--- config.mk ---
export PLATFORM = sky130hd
export DESIGN_NAME = rx_output_retiming_align
export DESIGN_NICKNAME = d
export VERILOG_FILES = /design/src/rx_retime_pkg.sv /design/src/pin_sync.sv /design/src/word_align_monitor.sv /design/src/rx_output_retiming_align.sv
export SDC_FILE = /design/constraint.sdc
export NUM_CORES = 1
export LEC_CHECK = 0
export ABC_AREA = 1
export BUFFER_PORTS_ARGS = -buffer_cell sky130_fd_sc_hd__buf_4
export CAP_MARGIN = 0
export CORE_MARGIN = 2
export CORE_UTILIZATION = 40
export CTS_BUF_LIST = sky130_fd_sc_hd__clkbuf_8
export DETAILED_ROUTE_END_ITERATION = 7
export GPL_ROUTABILITY_DRIVEN = 1
export PLACE_DENSITY = 0.71
export SLEW_MARGIN = 20
export SYNTH_ARGS = -nofsm -noshare
export SYNTH_HDL_FRONTEND = slang
export SYNTH_SLANG_ARGS = --single-unit
export TNS_END_PERCENT = 5
--- constraint.sdc ---
create_clock -name ref_clk -period 6.15 [get_ports ref_clk]
set_input_delay 0.3075 -clock ref_clk [delete_from_list [all_inputs] [get_ports ref_clk]]
set_output_delay 0.3075 -clock ref_clk [all_outputs]
set_load 0.005 [all_outputs]
--- src/rx_retime_pkg.sv ---
/*
  Shared constants and types for the receiver output retiming block.
  Assumes a 100 MHz ref_clk and a 32-bit plain register port.
*/
package rx_retime_pkg;

  // ==========================================================
  // Register map and fields
  localparam logic [3:0] STATUS_OFFS = 4'h0;
  localparam logic [3:0] IRQ_STATUS_OFFS = 4'h4;
  localparam logic [3:0] IRQ_MASK_OFFS = 4'h8;
  localparam int IRQ_W = 4;
  localparam int IRQ_SLIP_BIT = 0;
  localparam int IRQ_CODE_ERR_BIT = 1;
  localparam int IRQ_LOCK_LOST_BIT = 2;
  localparam int IRQ_LOCK_GAIN_BIT = 3;
  localparam logic [3:0] IRQ_MASK_RESET = 4'h0;

  // ==========================================================
  // Word and timing
  localparam int WORD_W = 16;
  localparam int PAY_W = WORD_W + 4;
  localparam int REF_CLK_MHZ = 100;
  localparam int LAUNCH_SETUP_NS = 20;
  localparam int SETUP_CYCLES = (LAUNCH_SETUP_NS * REF_CLK_MHZ + 999) / 1000;
  localparam logic [6:0] LOCK_GOOD_WORDS = 7'h40;
  localparam logic [1:0] LOCK_LOSS_ERRORS = 2'h2;

  // ==========================================================
  // Modes and states
  typedef enum logic [1:0] {
    RATE_FULL = 2'b00,
    RATE_HALF = 2'b01,
    RATE_QUARTER = 2'b10,
    RATE_TEST = 2'b11
  } rate_e;

  typedef enum logic [1:0] {
    ALIGN_SEARCH = 2'b00,
    ALIGN_COUNT = 2'b01,
    ALIGN_LOCKED = 2'b10
  } align_e;

endpackage : rx_retime_pkg

--- src/pin_sync.sv ---
/*
  Two flip-flop synchroniser for a group of pin inputs.
  Assumes each bit is a level; the first stage is read only by the second.
*/
`timescale 1ns/1ps
module pin_sync #(
  parameter int W = 1
) (
  input wire logic clk,
  input wire logic rst_n,
  input wire logic [W-1:0] d,
  output logic [W-1:0] q
);

  logic [W-1:0] meta_q;

  // Two stages per bit, cleared by reset.
  always_ff @(posedge clk or negedge rst_n) begin
    if (!rst_n) begin
      meta_q <= '0;
      q <= '0;
    end else begin
      meta_q <= d;
      q <= meta_q;
    end
  end

endmodule : pin_sync

--- src/word_align_monitor.sv ---
/*
  Word alignment supervisor: counts clean and faulty code fields.
  Assumes word_tick pulses once per received word, code_err beside it.
*/
`timescale 1ns/1ps
module word_align_monitor
  import rx_retime_pkg::*;
(
  input wire logic clk,
  input wire logic rst_n,
  input wire logic align_rst_n,
  input wire logic resync_disable,
  input wire logic word_tick,
  input wire logic code_err,
  output logic locked_q,
  output logic search_q
);

  align_e state_q, state_d;
  logic [6:0] good_q, good_d;
  logic [1:0] err_q, err_d;
  logic locked_d, search_d;

  // Next state of the alignment search, lock count and error run.
  always_comb begin
    state_d = state_q;
    good_d = good_q;
    err_d = err_q;
    locked_d = locked_q;
    search_d = search_q;
    if (!align_rst_n) begin
      state_d = ALIGN_SEARCH;
      good_d = 7'h00;
      err_d = 2'h0;
      locked_d = 1'b0;
      search_d = 1'b0;
    end else if (state_q == ALIGN_SEARCH) begin
      search_d = !word_tick;
      if (word_tick) begin
        state_d = ALIGN_COUNT;
        good_d = 7'h00;
        err_d = 2'h0;
      end
    end else if (word_tick && code_err) begin
      good_d = 7'h00;
      err_d = (err_q == LOCK_LOSS_ERRORS) ? err_q : err_q + 2'h1;
      if (err_q == LOCK_LOSS_ERRORS - 2'h1) begin
        locked_d = 1'b0;
        err_d = 2'h0;
        state_d = resync_disable ? ALIGN_COUNT : ALIGN_SEARCH;
      end
    end else if (word_tick) begin
      err_d = 2'h0;
      if (state_q == ALIGN_COUNT) begin
        good_d = good_q + 7'h01;
        if (good_q == LOCK_GOOD_WORDS - 7'h01) begin
          locked_d = 1'b1;
          state_d = ALIGN_LOCKED;
        end
      end
    end
  end

  // State registers.
  always_ff @(posedge clk or negedge rst_n) begin
    if (!rst_n) begin
      state_q <= ALIGN_SEARCH;
      good_q <= 7'h00;
      err_q <= 2'h0;
      locked_q <= 1'b0;
      search_q <= 1'b0;
    end else begin
      state_q <= state_d;
      good_q <= good_d;
      err_q <= err_d;
      locked_q <= locked_d;
      search_q <= search_d;
    end
  end

  hold_reset_a:
    assert property (@(posedge clk) disable iff (!rst_n)
      !align_rst_n |=> !locked_q && state_q == ALIGN_SEARCH)
    else $error("alignment not held in reset");
  restart_search_a:
    assert property (@(posedge clk) disable iff (!rst_n)
      $rose(align_rst_n) && !word_tick |=> search_q)
    else $error("search not restarted after release");
  lock_count_a:
    assert property (@(posedge clk) disable iff (!rst_n)
      $rose(locked_q) |-> $past(good_q) == LOCK_GOOD_WORDS - 7'h01)
    else $error("lock without a full clean run");
  lose_lock_a:
    assert property (@(posedge clk) disable iff (!rst_n)
      align_rst_n && word_tick && code_err && err_q == 2'h1 && locked_q
      |=> !locked_q)
    else $error("lock kept after two errors");
  no_resync_a:
    assert property (@(posedge clk) disable iff (!rst_n)
      align_rst_n && resync_disable && state_q != ALIGN_SEARCH
      |=> state_q != ALIGN_SEARCH)
    else $error("realigned while resync disabled");

endmodule : word_align_monitor

--- src/rx_output_retiming_align.sv ---
/*
  Receiver output retiming and word alignment control.
  Assumes upstream word pins change on the falling edge of
  word_clock_in and are stable at its rising edge; all pins other
  than ref_clk and the register port are asynchronous to ref_clk and are synchronised here.
*/
// Implementation choices: the strobed register port and the register offsets.
`timescale 1ns/1ps

// Operation
// - Retime on: launch words and status on reference clock rising edge.
// - Retime off: launch on falling edge of the true word clock.
// - Complementary word clock output is always the inverse of the true one.
// - Two rate selects pick full, half or quarter speed divider.
// - Both selects high: serial rate comes from external test clock.
// - Flag a word slip when word phase leaves the delay range.
// - Retime on: shift input level picks the applied word delay.
// - Shift output follows reference clock to word phase.
// - Shift request out is high on request in or own phase need; the code counts own phase need only with retime on.
// - Alignment reset low holds word alignment in reset.
// - Release of alignment reset restarts the alignment search.
// - Resync disable high blocks realignment on code field errors.
// - Retime on: word phase adjusted to launch cleanly on reference edge.
// - Lock only after 64 to 128 clean code fields in a row.
// - Lock drops after two consecutive code field errors.
module rx_output_retiming_align
  import rx_retime_pkg::*;
(
  input wire logic ref_clk,
  input wire logic nrst,
  input wire logic local_reference_clock,
  input wire logic word_clock_in,
  input wire logic [WORD_W-1:0] word_in,
  input wire logic flag_in,
  input wire logic data_in,
  input wire logic control_in,
  input wire logic code_error_in,
  input wire logic output_retime_enable,
  input wire logic rate_select_lo,
  input wire logic rate_select_hi,
  input wire logic external_serial_test_clock,
  input wire logic delay_shift_in,
  input wire logic shift_request_in,
  input wire logic alignment_reset_n,
  input wire logic resync_disable,
  input wire logic [3:0] reg_addr,
  input wire logic [31:0] reg_wdata,
  input wire logic reg_write,
  input wire logic reg_read,
  output logic [31:0] reg_rdata,
  output logic recovered_word_clock_p,
  output logic recovered_word_clock_n,
  output logic [WORD_W-1:0] word_out,
  output logic flag_bit_out,
  output logic data_word_valid,
  output logic control_word_valid,
  output logic link_locked,
  output logic word_code_error,
  output logic word_slip_out,
  output logic delay_shift_out,
  output logic shift_request_out,
  output logic serial_rate_tick,
  output logic boundary_search,
  output logic irq
);

  // ==========================================================
  // Reset release
  logic rst_meta_q, rst_n_q;

  // Reset asserts at once and releases through two stages.
  always_ff @(posedge ref_clk or negedge nrst) begin
    if (!nrst) begin
      rst_meta_q <= 1'b0;
      rst_n_q <= 1'b0;
    end else begin
      rst_meta_q <= 1'b1;
      rst_n_q <= rst_meta_q;
    end
  end

  // ==========================================================
  // Pin synchronisers
  localparam int SYNC_W = PAY_W + 10;

  logic [SYNC_W-1:0] sync_q;
  logic wclk_s, ref_s, tst_s;
  logic retime_s, sel_lo_s, sel_hi_s;
  logic shf_in_s, srq_in_s, align_rst_s, resync_s;
  logic [PAY_W-1:0] pay_s;

  pin_sync #(
    .W(SYNC_W)
  ) u_sync (
    .clk(ref_clk),
    .rst_n(rst_n_q),
    .d({word_clock_in, local_reference_clock, external_serial_test_clock,
        output_retime_enable, rate_select_lo, rate_select_hi,
        delay_shift_in, shift_request_in, alignment_reset_n,
        resync_disable,
        code_error_in, control_in, data_in, flag_in, word_in}),
    .q(sync_q)
  );

  // Split the synchronised group into named levels.
  assign {wclk_s, ref_s, tst_s, retime_s, sel_lo_s, sel_hi_s,
          shf_in_s, srq_in_s, align_rst_s, resync_s} = sync_q[SYNC_W-1:PAY_W];
  assign pay_s = sync_q[PAY_W-1:0];

  // ==========================================================
  // Edge finding
  logic wclk_d_q, ref_d_q, tst_d_q;
  logic wclk_rise, wclk_fall, ref_rise, tst_rise;

  // Previous samples of the synchronised clocks.
  always_ff @(posedge ref_clk or negedge rst_n_q) begin
    if (!rst_n_q) begin
      wclk_d_q <= 1'b0;
      ref_d_q <= 1'b0;
      tst_d_q <= 1'b0;
    end else begin
      wclk_d_q <= wclk_s;
      ref_d_q <= ref_s;
      tst_d_q <= tst_s;
    end
  end

  // Edge pulses, one ref_clk cycle each.
  assign wclk_rise = wclk_s & ~wclk_d_q;
  assign wclk_fall = ~wclk_s & wclk_d_q;
  assign ref_rise = ref_s & ~ref_d_q;
  assign tst_rise = tst_s & ~tst_d_q;

  // ==========================================================
  // Recovered word clock outputs
  // complementary clock pair
  always_ff @(posedge ref_clk or negedge rst_n_q) begin
    if (!rst_n_q) begin
      recovered_word_clock_p <= 1'b0;
      recovered_word_clock_n <= 1'b1;
    end else begin
      recovered_word_clock_p <= wclk_s;
      recovered_word_clock_n <= ~wclk_s;
    end
  end

  // ==========================================================
  // Word capture and two-word delay line
  logic [PAY_W-1:0] stage0_q, stage1_q;
  logic [1:0] seq0_q, seq1_q;

  // Each new word pushes the older one one step down the line.
  always_ff @(posedge ref_clk or negedge rst_n_q) begin
    if (!rst_n_q) begin
      stage0_q <= '0;
      stage1_q <= '0;
      seq0_q <= 2'h0;
      seq1_q <= 2'h0;
    end else if (wclk_rise) begin
      stage0_q <= pay_s;
      stage1_q <= stage0_q;
      seq0_q <= seq0_q + 2'h1;
      seq1_q <= seq0_q;
    end
  end

  // ==========================================================
  // Phase measurement and shift control
  logic [7:0] phase_q;
  logic fresh, need_shift_q;

  // Cycles since the newest word arrived, saturating.
  always_ff @(posedge ref_clk or negedge rst_n_q) begin
    if (!rst_n_q) begin
      phase_q <= 8'h00;
    end else if (wclk_rise) begin
      phase_q <= 8'h00;
    end else if (phase_q != 8'hff) begin
      phase_q <= phase_q + 8'h01;
    end
  end

  // A word younger than the setup time is too close to the edge.
  assign fresh = phase_q < 8'(SETUP_CYCLES);

  always_ff @(posedge ref_clk or negedge rst_n_q) begin
    if (!rst_n_q) begin
      delay_shift_out <= 1'b0;
      need_shift_q <= 1'b0;
    end else if (ref_rise) begin
      delay_shift_out <= fresh;
      need_shift_q <= fresh != shf_in_s;
    end
  end

  // request out ors chain and own need, own need only with retime on
  always_ff @(posedge ref_clk or negedge rst_n_q) begin
    if (!rst_n_q) begin
      shift_request_out <= 1'b0;
    end else begin
      shift_request_out <= srq_in_s | (retime_s & need_shift_q);
    end
  end

  // ==========================================================
  // Launch selection
  logic launch, slip_now, launched_q;
  logic [PAY_W-1:0] sel_pay;
  logic [1:0] sel_seq, last_seq_q;

  // delayed word keeps setup to reference edge
  assign sel_pay = (retime_s && shf_in_s) ? stage1_q : stage0_q;
  assign sel_seq = (retime_s && shf_in_s) ? seq1_q : seq0_q;
  assign launch = retime_s ? ref_rise : wclk_fall;
  assign slip_now = retime_s && launched_q && sel_seq != last_seq_q + 2'h1;

  // Launch bookkeeping for slip detection.
  always_ff @(posedge ref_clk or negedge rst_n_q) begin
    if (!rst_n_q) begin
      launched_q <= 1'b0;
      last_seq_q <= 2'h0;
    end else if (launch) begin
      launched_q <= 1'b1;
      last_seq_q <= sel_seq;
    end
  end

  // ==========================================================
  // Word alignment
  logic locked, search;

  word_align_monitor u_align (
    .clk(ref_clk),
    .rst_n(rst_n_q),
    .align_rst_n(align_rst_s),
    .resync_disable(resync_s),
    .word_tick(wclk_rise),
    .code_err(pay_s[PAY_W-1]),
    .locked_q(locked),
    .search_q(search)
  );

  // Boundary search request to the deserialiser.
  always_ff @(posedge ref_clk or negedge rst_n_q) begin
    if (!rst_n_q) begin
      boundary_search <= 1'b0;
    end else begin
      boundary_search <= search;
    end
  end

  // ==========================================================
  // Output launch registers
  // slip held one launch period
  always_ff @(posedge ref_clk or negedge rst_n_q) begin
    if (!rst_n_q) begin
      {word_code_error, control_word_valid, data_word_valid,
       flag_bit_out, word_out} <= '0;
      link_locked <= 1'b0;
      word_slip_out <= 1'b0;
    end else if (launch) begin
      {word_code_error, control_word_valid, data_word_valid,
       flag_bit_out, word_out} <= sel_pay;
      link_locked <= locked;
      word_slip_out <= slip_now;
    end
  end

  // ==========================================================
  // Rate divider
  logic [1:0] div_q;
  logic [1:0] rate_sel;
  logic tick_d;

  assign rate_sel = {sel_hi_s, sel_lo_s};

  assign tick_d = (rate_sel == RATE_FULL) ? 1'b1 :
                  (rate_sel == RATE_HALF) ? (div_q[0] == 1'b0) :
                  (rate_sel == RATE_QUARTER) ? (div_q == 2'h0) : tst_rise;

  // Free running divider and registered serial rate enable.
  always_ff @(posedge ref_clk or negedge rst_n_q) begin
    if (!rst_n_q) begin
      div_q <= 2'h0;
      serial_rate_tick <= 1'b0;
    end else begin
      div_q <= div_q + 2'h1;
      serial_rate_tick <= tick_d;
    end
  end

  // ==========================================================
  // Register port and interrupt
  logic [IRQ_W-1:0] irq_sts_q, irq_mask_q, irq_ev, irq_clr;
  logic locked_d_q;
  logic wr_sts, wr_mask;
  logic [31:0] rd_val;

  // Address decode.
  assign wr_sts = reg_write && reg_addr == IRQ_STATUS_OFFS;
  assign wr_mask = reg_write && reg_addr == IRQ_MASK_OFFS;
  assign irq_clr = wr_sts ? reg_wdata[IRQ_W-1:0] : '0;

  // Events that set sticky status bits.
  assign irq_ev[IRQ_SLIP_BIT] = launch && slip_now;
  assign irq_ev[IRQ_CODE_ERR_BIT] = wclk_rise && pay_s[PAY_W-1];
  assign irq_ev[IRQ_LOCK_LOST_BIT] = locked_d_q && !locked;
  assign irq_ev[IRQ_LOCK_GAIN_BIT] = !locked_d_q && locked;

  // Read mux; unmapped offsets read zero.
  assign rd_val = (reg_addr == STATUS_OFFS) ?
                    {28'h0, shift_request_out, delay_shift_out,
                     boundary_search, link_locked} :
                  (reg_addr == IRQ_STATUS_OFFS) ? {28'h0, irq_sts_q} :
                  (reg_addr == IRQ_MASK_OFFS) ? {28'h0, irq_mask_q} : 32'h0;

  // Sticky status, set winning over a write-one clear.
  always_ff @(posedge ref_clk or negedge rst_n_q) begin
    if (!rst_n_q) begin
      irq_sts_q <= '0;
      locked_d_q <= 1'b0;
    end else begin
      irq_sts_q <= (irq_sts_q & ~irq_clr) | irq_ev;
      locked_d_q <= locked;
    end
  end

  // Mask, read data for one cycle, and interrupt level.
  always_ff @(posedge ref_clk or negedge rst_n_q) begin
    if (!rst_n_q) begin
      irq_mask_q <= IRQ_MASK_RESET;
      reg_rdata <= 32'h0;
      irq <= 1'b0;
    end else begin
      if (wr_mask) begin
        irq_mask_q <= reg_wdata[IRQ_W-1:0];
      end
      reg_rdata <= reg_read ? rd_val : 32'h0;
      irq <= |(irq_sts_q & irq_mask_q);
    end
  end

  // ==========================================================
  // Checks
  clock_inverse_a:
    assert property (@(posedge ref_clk) disable iff (!rst_n_q)
      recovered_word_clock_n == !recovered_word_clock_p)
    else $error("complementary word clock not inverted");
  retime_launch_a:
    assert property (@(posedge ref_clk) disable iff (!rst_n_q)
      retime_s && ref_rise && !shf_in_s |=> word_out == $past(stage0_q[WORD_W-1:0]))
    else $error("word not launched on reference edge");
  pass_launch_a:
    assert property (@(posedge ref_clk) disable iff (!rst_n_q)
      !retime_s && wclk_fall |=> word_out == $past(stage0_q[WORD_W-1:0]))
    else $error("word not launched on word clock fall");
  delay_pick_a:
    assert property (@(posedge ref_clk) disable iff (!rst_n_q)
      retime_s && ref_rise && shf_in_s |=> word_out == $past(stage1_q[WORD_W-1:0]))
    else $error("delayed word not selected");
  shift_phase_a:
    assert property (@(posedge ref_clk) disable iff (!rst_n_q)
      ref_rise |=> delay_shift_out == ($past(phase_q) < 8'(SETUP_CYCLES)))
    else $error("shift output does not follow phase");
  request_chain_a:
    assert property (@(posedge ref_clk) disable iff (!rst_n_q)
      srq_in_s |=> shift_request_out)
    else $error("shift request not forwarded");
  slip_flag_a:
    assert property (@(posedge ref_clk) disable iff (!rst_n_q)
      launch && slip_now |=> word_slip_out ##1 (word_slip_out || launch))
    else $error("slip not flagged for its word");
  test_clock_a:
    assert property (@(posedge ref_clk) disable iff (!rst_n_q)
      rate_sel == RATE_TEST && !tst_rise |=> !serial_rate_tick)
    else $error("serial tick without test clock edge");

endmodule : rx_output_retiming_align

==> out/metrics.cfg, run 1 <==
[drt]
dr.pass1.iters = 4
ant_nets = 0
drt_iter0_drc = 330
via_per_inst = 4.43
wirelength_um = 11700
via_count = 4430
drc = 0
avgRoutedWirePerCell_um = 11.7

[worst_setup_path]
end_kind = register
cp.buffers_inverters = 2
start_kind = register
cp_max_fo = 51
cpMostUsedCell = nand2_1
cp_top_family = simple AND/OR/NAND/NOR gates
worstSetupPathType = register to register
crit_chain = nor2_8 > inv_4 > o21ai_4 > nand2_2 > inv_1 > nand2_1 > nand2_1
arrival_ns = 2.49
cp.required_ns = 6.53
crit_path_max_incr_delay_ns = 0.54
slowest_stage = nor2_8

[yosys]
synth-async-reset-ratio_pct = 100
synth_edf_count = 0
ys_seq_area_share_pct = 65.2
yosys_warnings = 0
syn-cell-area_um2 = 6790
ys_seq_elements = 177
yosysUniqueCellTypes = 42
avgSynthCellArea_um2 = 10.3
syn_inst = 660
synth_flop_cell = dfrtp_1

[sta]
holdWs_ns = 0.0996
finalCriticalPeriod_ns = 2.11
skew_ns = 0.0124
hold_violations = 0
postLayoutSetupSlackWorst_ns = 4.04
rsz0062_at_grt = no
relSlewSlack_pct = 36.3
setup_viol = 0
worstMarginPinSlew_ns = 0.956
period_share_pct = 34.3
max_clock_freq_mhz = 474
finalSetupTns_ns = 0
slew_violations = 0

[global_route]
grt_pass1_wl_um = 20000
gr-usage-all-layers_pct = 13.8
busiest_layer = met2
grt_pass1_vias = 4202
grt_antenna_before_repair = 0
gr-total-overflow = 0
grt_util_met1_pct = 19.2
grt_use_met3_pct = 3.14
globalRouteMet2Util_pct = 21.2
grt_max_degree = 81

[clock_network]
cts_tree = done
cts_root_buf = clkbuf_8
cts_buffers = 17
path_clk_slew_ns = 0.09
clock_sinks = 177
ctsLongestPathBuffers = 2
cts.repair.resized = 0
clk_latency_ns = 0.44
h-tree-depth = 4

[die]
dieArea_um2 = 18000
io_pins = 131
die_h_um = 134
core_region_area_um2 = 16600
rows = 47
initial_core_util_pct = 41.0
die_w_um = 134

[cells_and_area]
area_delta_synth_final_pct = 19.4
fin_nets = 840
layout_common_cells = 175 x dfrtp_1, 173 x nand2_1, 100 x o21ai_0
multi_input_area_um2 = 1870
drive_above_1_share_pct = 17.1
fillers = 1532
final_common_cell = dfrtp_1
regArea_um2 = 4430
antennaDiodeCount = 0

[job]
drv_cap = 0

[place]
io_buffers = 74
place_hpwl_um = 7730
place_ws_ns = 3.99
gp_congestion = 0.781

[power_and_ir_drop]
total_leakage_power_nw = 4.06
pwr_density_cell_nw_per_um2 = 318
ir_drop_v = 0.000151

[hold_path]
holdCritPathClass = input port to register

[run_status]
status = complete, no violations

## worst reg2reg max path: cells and delay by family, from the launching register on
kind	cells	cell delay, ns
compound gates	1	0.31
buf+inv	2	0.51
flops	1	0.48
simple gates	4	0.75
## kinds of logic (layout without fill, tap and decap cells)
logic type,count (synthesis),count (layout),share of synthesized area (%)
other cells,2,29,0.111
flops,177,177,65.2
xor+xnor,6,6,0.774
compound gates,123,123,10.0
buf+inv,117,210,8.73
fa+ha+maj,3,3,0.553
simple gates,232,232,14.6
## synth_stat cells (3+ instances only)
master	instances	area (µm²)
dfrtp_1	176	4400
nor2_1	16	60.1
ha_1	3	37.5
xor2_1	3	26.3
inv_1	66	248
buf_6	3	33.8
a21oi_1	3	15.0
o21ai_1	3	15.0
nor3_1	3	15.0
clkbuf_1	8	30.0
nand2_1	174	653
o21ai_2	6	52.6
nand4_1	8	50.1
o21ai_0	100	500
inv_2	4	15.0
nand3_1	18	90.1
xnor2_1	3	26.3
buf_4	34	255
## registers in the layout (all words and copies together), names as in the netlist, 2 cells and up
signal	flops
u_align.good_q	7
seq0_q	2
phase_q	8
last_seq_q	2
seq1_q	2
irq_mask_q	4
div_q	2
u_sync.meta_q	30
word_out	16
reg_rdata	4
stage1_q	20
stage0_q	20
u_sync.q	30
irq_sts_q	4
u_align.err_q	2
u_align.state_q	2
## final cells by class
cell class	instances	share of cell area, %
multi-input combinational	393	23.1
clock inverter	14	1.63
inverter	71	3.32
timing repair buffer	107	10.9
clock buffer	18	3.05
sequential	177	54.7
tap	220	3.39
## power breakdown
part / switching [W] / internal, W
registers: 0.0000989 / 0.00132
clock network: 0.000418 / 0.000339
logic: 0.000221 / 0.000184
## metrics by stage
| stage | area (µm²) | util [%] | instances | power, W |
|---|---|---|---|---|
| floorplan | 6890 | - | 687 | 0.00168 |
| global placement | 7420 | 44.7 | 937 | 0.00182 |
| detailed placement | 7420 | 44.7 | 937 | 0.00183 |
| CTS | 8110 | 48.9 | 1000 | 0.00261 |
| global route | 8110 | 48.9 | 1000 | 0.00273 |
| finish | 8110 | 48.9 | 1000 | 0.00258 |
## what timing repair did
item,CTS,global route
endpoints found under the setup margin,0,0
hold buffers,31,0
buffers inserted,0,0
endpoints found under the hold margin,32,0
## routing by layer
layer  part of all wire, %  wire length, µm
met5                     0                0
met4                   1.3              151
met2                    46             5360
met3                   3.7              435
met1                    49             5760
## worst paths after layout
kind	start	to	slack, ns	cells after the start
worst max-delay path	recovered_word_clock_p	u_align.good_q[5]	4.04	7
worst max register to register	recovered_word_clock_p	u_align.good_q[5]	4.04	7
worst min-delay path	reg_read	reg_rdata[0]	0.1	3
min in group asynchronous	nrst	rst_n_q	0.17	2
max in group asynchronous	rst_n_q	stage1_q[5]	4.40	1
worst min register to register	u_sync.meta_q[4]	u_sync.q[4]	0.35	0
Power figures use the tool's default switching activity.
==> run 2, diff against run 1 <==
--- a/config.mk
+++ b/config.mk
@@ -5,7 +5,7 @@
 export SDC_FILE = /design/constraint.sdc
 export NUM_CORES = 1
 export LEC_CHECK = 0
-export ABC_AREA = 1
+export ABC_AREA = 0
 export BUFFER_PORTS_ARGS = -buffer_cell sky130_fd_sc_hd__buf_4
 export CAP_MARGIN = 0
 export CORE_MARGIN = 2
@@ -13,7 +13,7 @@
 export CTS_BUF_LIST = sky130_fd_sc_hd__clkbuf_8
 export DETAILED_ROUTE_END_ITERATION = 7
 export GPL_ROUTABILITY_DRIVEN = 1
-export PLACE_DENSITY = 0.71
+export PLACE_DENSITY = 0.73
 export SLEW_MARGIN = 20
 export SYNTH_ARGS = -nofsm -noshare
 export SYNTH_HDL_FRONTEND = slang
==> constraint.sdc (replaced) <==
create_clock -name ref_clk -period 1.8 [get_ports ref_clk]
set_input_delay 0.09 -clock ref_clk [delete_from_list [all_inputs] [get_ports ref_clk]]
set_output_delay 0.09 -clock ref_clk [all_outputs]
set_load 0.005 [all_outputs]
==> run 2 against run 1 <==
Flip-flop and latch count unchanged. Sequential power increased to 3.4 times the previous value. Area after synthesis shrank 0.48%. Routed wire length up 3.5%. Highest routed layer unchanged. Critical path depth is 1 lower. Final area increased by 3.1%.
==> out/metrics.cfg, run 2 <==
[run_status]
status = complete, no violations

[worst_setup_path]
start_kind = input port
worstSetupPathType = input port to register
cp_max_fo = 4  ; -92%
arrival_ns = 2.02  ; -0.47 ns
cp.required_ns = 2.14  ; -4.39 ns
end_kind = register

[power_and_ir_drop]
total_leakage_power_nw = 4.08  ; +0.50%
finalPower_w = 0.00873  ; +240%
ir_drop_v = 0.000645  ; +330%
pwr_density_cell_nw_per_um2 = 1040  ; +230%

[job]
drv_cap = 0  ; unchanged

[yosys]
synth-async-reset-ratio_pct = 100  ; unchanged
syn-cell-area_um2 = 6760  ; -0.48%
syn_inst = 594  ; -10%
ys_seq_elements = 177  ; unchanged
synth_top_area_cell = dfrtp_1
synth.most_common_cell = dfrtp_1
synthTopCellsByArea = dfrtp_1 65%, nand2_1 8.1%, mux2i_1 3.3%
synth_flop_cell = dfrtp_1
ys_seq_area_share_pct = 65.5  ; +0.31 points
synth_top_area_share_pct = 65.1  ; +0.31 points
yosysUniqueCellTypes = 59  ; +40%
synthTopCellsByCount = 176 x dfrtp_1, 145 x nand2_1, 39 x nor2_1, 28 x buf_4, 24 x a21oi_1
yosys_warnings = 0  ; unchanged
avgSynthCellArea_um2 = 11.4  ; +11%
synth_edf_count = 0  ; unchanged

[clock_network]
cts_setup_buffers = 0  ; unchanged
cts_buffers = 17  ; unchanged
cts_root_buf = clkbuf_8
path_clk_slew_ns = 0.09  ; about the same
h-tree-depth = 4  ; unchanged
clock_sinks = 177  ; unchanged
clk_latency_ns = 0.45  ; about the same
cts_tree = done
ctsLongestPathBuffers = 2  ; unchanged

[place]
dpl_cell_area_um2 = 7550  ; +1.8%
place_ws_ns = 0.117  ; -3.88 ns
io_buffers = 74  ; unchanged
place_hpwl_um = 7790  ; +0.79%
gp_congestion = 0.773  ; -1.0%
placed_cells_incl_taps = 879  ; -6.2%

[drt]
avgRoutedWirePerCell_um = 12.7  ; +8.6%
drc = 0  ; unchanged
wirelength_um = 12100  ; +3.5%
ant_nets = 0  ; unchanged
drt_iter0_drc = 288  ; -13%
dr.pass1.iters = 4  ; unchanged
via_count = 4454  ; +0.54%
via_per_inst = 4.67  ; +5.5%

[sta]
setup_viol = 0  ; unchanged
period_share_pct = 93.4
finalSetupTns_ns = 0  ; unchanged
rsz0062_at_grt = no
postLayoutSetupSlackWorst_ns = 0.119  ; -3.92 ns
finalCriticalPeriod_ns = 1.68
worstMarginPinSlew_ns = 0.494  ; -0.462 ns
skew_ns = 0.0146  ; +0.00223 ns
max_clock_freq_mhz = 595
slew_violations = 0  ; unchanged
relSlewSlack_pct = 66.8  ; +31 points
hold_violations = 0  ; unchanged

[die]
dieArea_um2 = 18000  ; -0.47%
initial_core_util_pct = 40.9  ; -0.051 points
rows = 47  ; unchanged
die_h_um = 134  ; -0.23%
die_w_um = 134  ; -0.23%
core_region_area_um2 = 16500  ; -0.35%
io_pins = 131  ; unchanged

[cells_and_area]
top_regs = u_sync.meta_q x30, u_sync.q x30
layout_common_cells = 175 x dfrtp_1, 145 x nand2_1, 84 x buf_4
design_area_um2 = 8360  ; +3.1%
regArea_um2 = 4430  ; unchanged
final_cell_count_no_fill = 953  ; -4.7%
drive_above_1_share_pct = 19.4  ; +2.3 points
fillers = 1468  ; -4.2%
area_delta_synth_final_pct = 23.7
antennaDiodeCount = 0  ; unchanged
multi_input_area_um2 = 2090  ; +12%
final_common_cell = dfrtp_1
fin_nets = 793  ; -5.6%

[global_route]
grt_antenna_before_repair = 0  ; unchanged
grt_max_degree = 58  ; -28%
grt_pass1_vias = 4230  ; +0.67%
gr-usage-all-layers_pct = 14.1  ; +0.23 points
gr-total-overflow = 0  ; unchanged
grt_pass1_wl_um = 20200  ; +0.79%

[hold_path]
holdCritPathClass = input port to register

run 2: cell count changes in the layout (fill, tap and decap cells not counted), sizes merged, moves of 11 or more:
cell	change
o21ai	-89
inv	-57
nand2	-32
mux2i	+22
nor2	+21
a21oi	+20
nand3	-13
buf	+12
dlygate4sd3	+11
run 2: path summary, 6_finish.rpt:
check	cells past startpoint	to	slack, ns	startpoint
setup / recovery	6	reg_rdata[1]	0.12	reg_read
min in group asynchronous	0	u_sync.meta_q[19]	0.26	rst_n_q
hold reg to reg	0	u_sync.meta_q[19]	0.26	rst_n_q
max in group asynchronous	1	u_sync.q[24]	0.92	rst_n_q
hold / removal	5	reg_rdata[0]	0.10	reg_addr[0]
setup reg to reg	4	u_align.good_q[5]	0.13	recovered_word_clock_p
run 2: area by class of cell:
class / count / area share [%]
tap: 220 / 3.29
multi-input combinational: 382 / 25.0
clock inverter: 15 / 1.81
timing repair buffer: 130 / 13.5
inverter: 12 / 0.539
clock buffer: 17 / 2.80
sequential: 177 / 53.0
run 2: critical path, stage by stage:
cell and delay (ns):
dlygate4sd3_1 0.54, buf_4 0.13, nand2_1 0.05, dlygate4sd3_1 0.61
nor2_1 0.06, dlygate4sd3_1 0.54
run 2: metal layers:
metal,track usage (%),vias to the layer above,part of all wire (%)
li1,-,2168,-
met1,19.2,2180,47
met2,22.0,95,49
met3,4.12,11,4.0
met4,4.08,0,0.91
met5,0,-,0
run 2: where the power goes:
part           internal (W)  total [W]  leakage (nW)  switching (W)
Combinational      0.000676    0.00127          1.74       0.000598
Sequential          0.00446    0.00482          2.15       0.000354
Clock               0.00114    0.00264         0.185        0.00150
run 2: logic make-up (layout without fill, tap and decap cells):
group                      Yosys count  after routing  share of synthesized area (%)
AOI/OAI and AO/OA                   86             86                           8.66
xor gates and xnor gates             5              5                          0.648
adders and majority gates            3              3                          0.555
other                                2             29                          0.111
DFF                                177            177                           65.5
buffers and inverters               62            174                           5.35
muxes                               27             27                           4.09
and+or+nand+nor                    232            232                           15.0
run 2: timing repair:
action                                 in CTS  in global routing
gates resized for setup                     0                  1
setup endpoints to repair                   0                  4
endpoints found under the hold margin      44                  0
hold buffers                               42                  0
run 2: metrics by stage:
stage	utilization (%)	hold WS [ns]
after global routing	50.6	0.124
after CTS	50.6	0.0561
after floorplan	-	-0.206
after detailed placement	45.7	-0.125
after global placement	45.7	-0.127
final	50.6	0.100
==> run 3, diff against run 2 <==
--- a/config.mk
+++ b/config.mk
@@ -9,11 +9,11 @@
 export BUFFER_PORTS_ARGS = -buffer_cell sky130_fd_sc_hd__buf_4
 export CAP_MARGIN = 0
 export CORE_MARGIN = 2
-export CORE_UTILIZATION = 40
+export CORE_UTILIZATION = 45
 export CTS_BUF_LIST = sky130_fd_sc_hd__clkbuf_8
 export DETAILED_ROUTE_END_ITERATION = 7
 export GPL_ROUTABILITY_DRIVEN = 1
-export PLACE_DENSITY = 0.73
+export PLACE_DENSITY = 0.8
 export SLEW_MARGIN = 20
 export SYNTH_ARGS = -nofsm -noshare
 export SYNTH_HDL_FRONTEND = slang
==> constraint.sdc (replaced) <==
create_clock -name ref_clk -period 1.8 [get_ports ref_clk]
set_input_delay 0 -clock ref_clk [delete_from_list [all_inputs] [get_ports ref_clk]]
set_output_delay 0 -clock ref_clk [all_outputs]
set_load 0.005 [all_outputs]
==> run 3 against run 2 <==
Non-clock buffer count is 2 higher. Clock skew is 0.0018 ns lower. Via count is 2.9% higher. Combinational power hardly changed. Count of clock-buffer cells in the layout stayed put. Worst setup slack worse by 0.0086 ns. Sequential power hardly changed. Cell count is 3.6% lower. Utilization is 6.7 points higher. Critical path depth stayed put. Clock power is 8.3% higher. Sequential share of layout area hardly changed. Largest cell class unchanged.
==> out/metrics.cfg, run 3 (synthesized netlist as in run 2, its figures left out) <==
[place]
gp_congestion = 0.842  ; +8.9%
place_hpwl_um = 8180  ; +5.0%
dpl_cell_area_um2 = 7470  ; -1.0%
placed_cells_incl_taps = 842  ; -4.2%
io_buffers = 74  ; unchanged
place_ws_ns = 0.0781  ; -0.0386 ns

[job]
drv_cap = 0  ; unchanged

[sta]
finalCriticalPeriod_ns = 1.69  ; +0.00862 ns
worstMarginPinSlew_ns = 0.587  ; +0.0927 ns
slew_violations = 0  ; unchanged
period_share_pct = 93.8  ; +0.48 points
postLayoutSetupSlackWorst_ns = 0.111  ; -0.00862 ns
relSlewSlack_pct = 60.9  ; -6.0 points
rsz0062_at_grt = no
skew_ns = 0.0127  ; -0.00185 ns
max_clock_freq_mhz = 592  ; -0.51%
setup_viol = 0  ; unchanged
hold_violations = 0  ; unchanged

[drt]
wirelength_um = 12600  ; +3.8%
via_per_inst = 4.99  ; +6.7%
avgRoutedWirePerCell_um = 13.7  ; +7.6%
via_count = 4584  ; +2.9%
ant_nets = 0  ; unchanged
drt_iter0_drc = 237  ; -18%
dr.pass1.iters = 6  ; +2
drc = 0  ; unchanged

[cells_and_area]
layout_common_cells = 175 x dfrtp_1, 145 x nand2_1, 85 x buf_4
area_delta_synth_final_pct = 23.6  ; about the same
design_area_um2 = 8360  ; about the same
drive_above_1_share_pct = 19.2  ; -0.19 points
top_regs = u_sync.meta_q x30, u_sync.q x30
antennaDiodeCount = 0  ; unchanged
fin_nets = 795  ; +0.25%
final_cell_count_no_fill = 919  ; -3.6%
final_common_cell = dfrtp_1

[global_route]
gr-total-overflow = 0  ; unchanged
grt_antenna_before_repair = 0  ; unchanged
grt_max_degree = 110  ; +90%
grt_pass1_vias = 4606  ; +8.9%
grt_pass1_wl_um = 21700  ; +7.7%
gr-usage-all-layers_pct = 16.8  ; +2.7 points

[die]
die_w_um = 127  ; -5.5%
initial_core_util_pct = 46.3  ; +5.4 points
core_region_area_um2 = 14600  ; -12%
rows = 44  ; -6.4%
die_h_um = 127  ; -5.5%
io_pins = 131  ; unchanged
dieArea_um2 = 16000  ; -11%

[worst_setup_path]
critical_path_depth = 6  ; unchanged
cp.buffers_inverters = 2  ; -2
cp_max_fo = 7  ; +3
arrival_ns = 2.00  ; -0.02 ns
crit_path_max_incr_delay_ns = 0.38  ; -0.23 ns
crit_chain = buf_4 > and3b_1 > buf_4 > a211oi_1 > o21ai_0 > o41ai_4
worstRegToRegCells = 6  ; +2
worstSetupPathType = register to register
cp_top_family = compound AO/OA/AOI/OAI gates
cpMostUsedCell = buf_4
end_kind = register
start_kind = register
r2r-start = recovered_word_clock_p
cp-startpoint = recovered_word_clock_p
cp.required_ns = 2.12  ; -0.02 ns
slowest_stage = dfrtp_1

[clock_network]
clk_latency_ns = 0.46  ; about the same
ctsLongestPathBuffers = 2  ; unchanged
h-tree-depth = 4  ; unchanged
cts_root_buf = clkbuf_8
cts_tree = done
path_clk_slew_ns = 0.09  ; about the same
clock_sinks = 177  ; unchanged
cts_setup_buffers = 0  ; unchanged
cts_buffers = 17  ; unchanged

[power_and_ir_drop]
pwr_density_cell_nw_per_um2 = 1070  ; +2.8%
ir_drop_v = 0.000780  ; +21%
total_leakage_power_nw = 4.10  ; +0.60%

[run_status]
status = complete, no violations

[hold_path]
min-delay-start = reg_addr[1]
hold_depth = 5  ; unchanged
holdCritPathClass = input port to register

==> run 3: final cells by class <==
class	instances	area, µm²
Clock buffer	17	234
Clock inverter	15	191
Fill cell	1185	6230
Inverter	12	45.0
Multi-Input combinational cell	382	2090
Sequential cell	177	4430
Tap cell	184	230
Timing Repair Buffer	132	1130
==> run 3: path summary, 6_finish.rpt <==
| path | to | slack, ns |
|---|---|---|
| min reg2reg | u_sync.meta_q[21] | 0.34 |
| min in group asynchronous | u_sync.meta_q[21] | 0.34 |
| max | u_align.good_q[5] | 0.11 |
| max reg2reg | u_align.good_q[5] | 0.11 |
| max in group asynchronous | u_sync.meta_q[7] | 0.94 |
| min | reg_rdata[3] | 0.08 |
==> run 3: metal layers <==
layer / track usage (%) / vias up / part of all wire, %
met5: 0 / - / 0
met4: 6.92 / 0 / 2.1
met3: 3.75 / 23 / 4.5
met2: 27.8 / 119 / 50
met1: 21.6 / 2262 / 43
li1: - / 2180 / -
==> run 3: through the flow <==
step / utilization (%) / TNS (ns) / total power (W) / hold slack, ns
global route: 57.3 / 0 / 0.00947 / 0.0671
floorplan: - / -4.06 / 0.00558 / -0.296
detailed placement: 51.2 / 0 / 0.00611 / -0.215
finish: 57.3 / 0 / 0.00897 / 0.0764
global placement: 51.2 / 0 / 0.00601 / -0.216
CTS: 57.2 / 0 / 0.00907 / 0.0380
==> run 3: timing repair <==
| action | CTS | global route |
|---|---|---|
| hold buffers | 45 | 0 |
| gates resized for setup | 0 | 4 |
| endpoints found under the hold margin | 44 | 0 |
| endpoints found under the setup margin | 0 | 3 |
==> run 3: where the power goes <==
part	internal (W)	switching [W]	leakage (nW)	total, W
registers	0.00446	0.000349	2.15	0.00481
logic	0.000673	0.000620	1.74	0.00129
clock network	0.00131	0.00155	0.210	0.00286
total	0.00645	0.00252	4.10	0.00897
==> run 3: worst register-to-register path, cell delays in order, from the launching register on <==
cell and delay [ns]:
dfrtp_1 0.38, buf_4 0.14, and3b_1 0.30, buf_4 0.19
a211oi_1 0.06, o21ai_0 0.34, o41ai_4 0.15
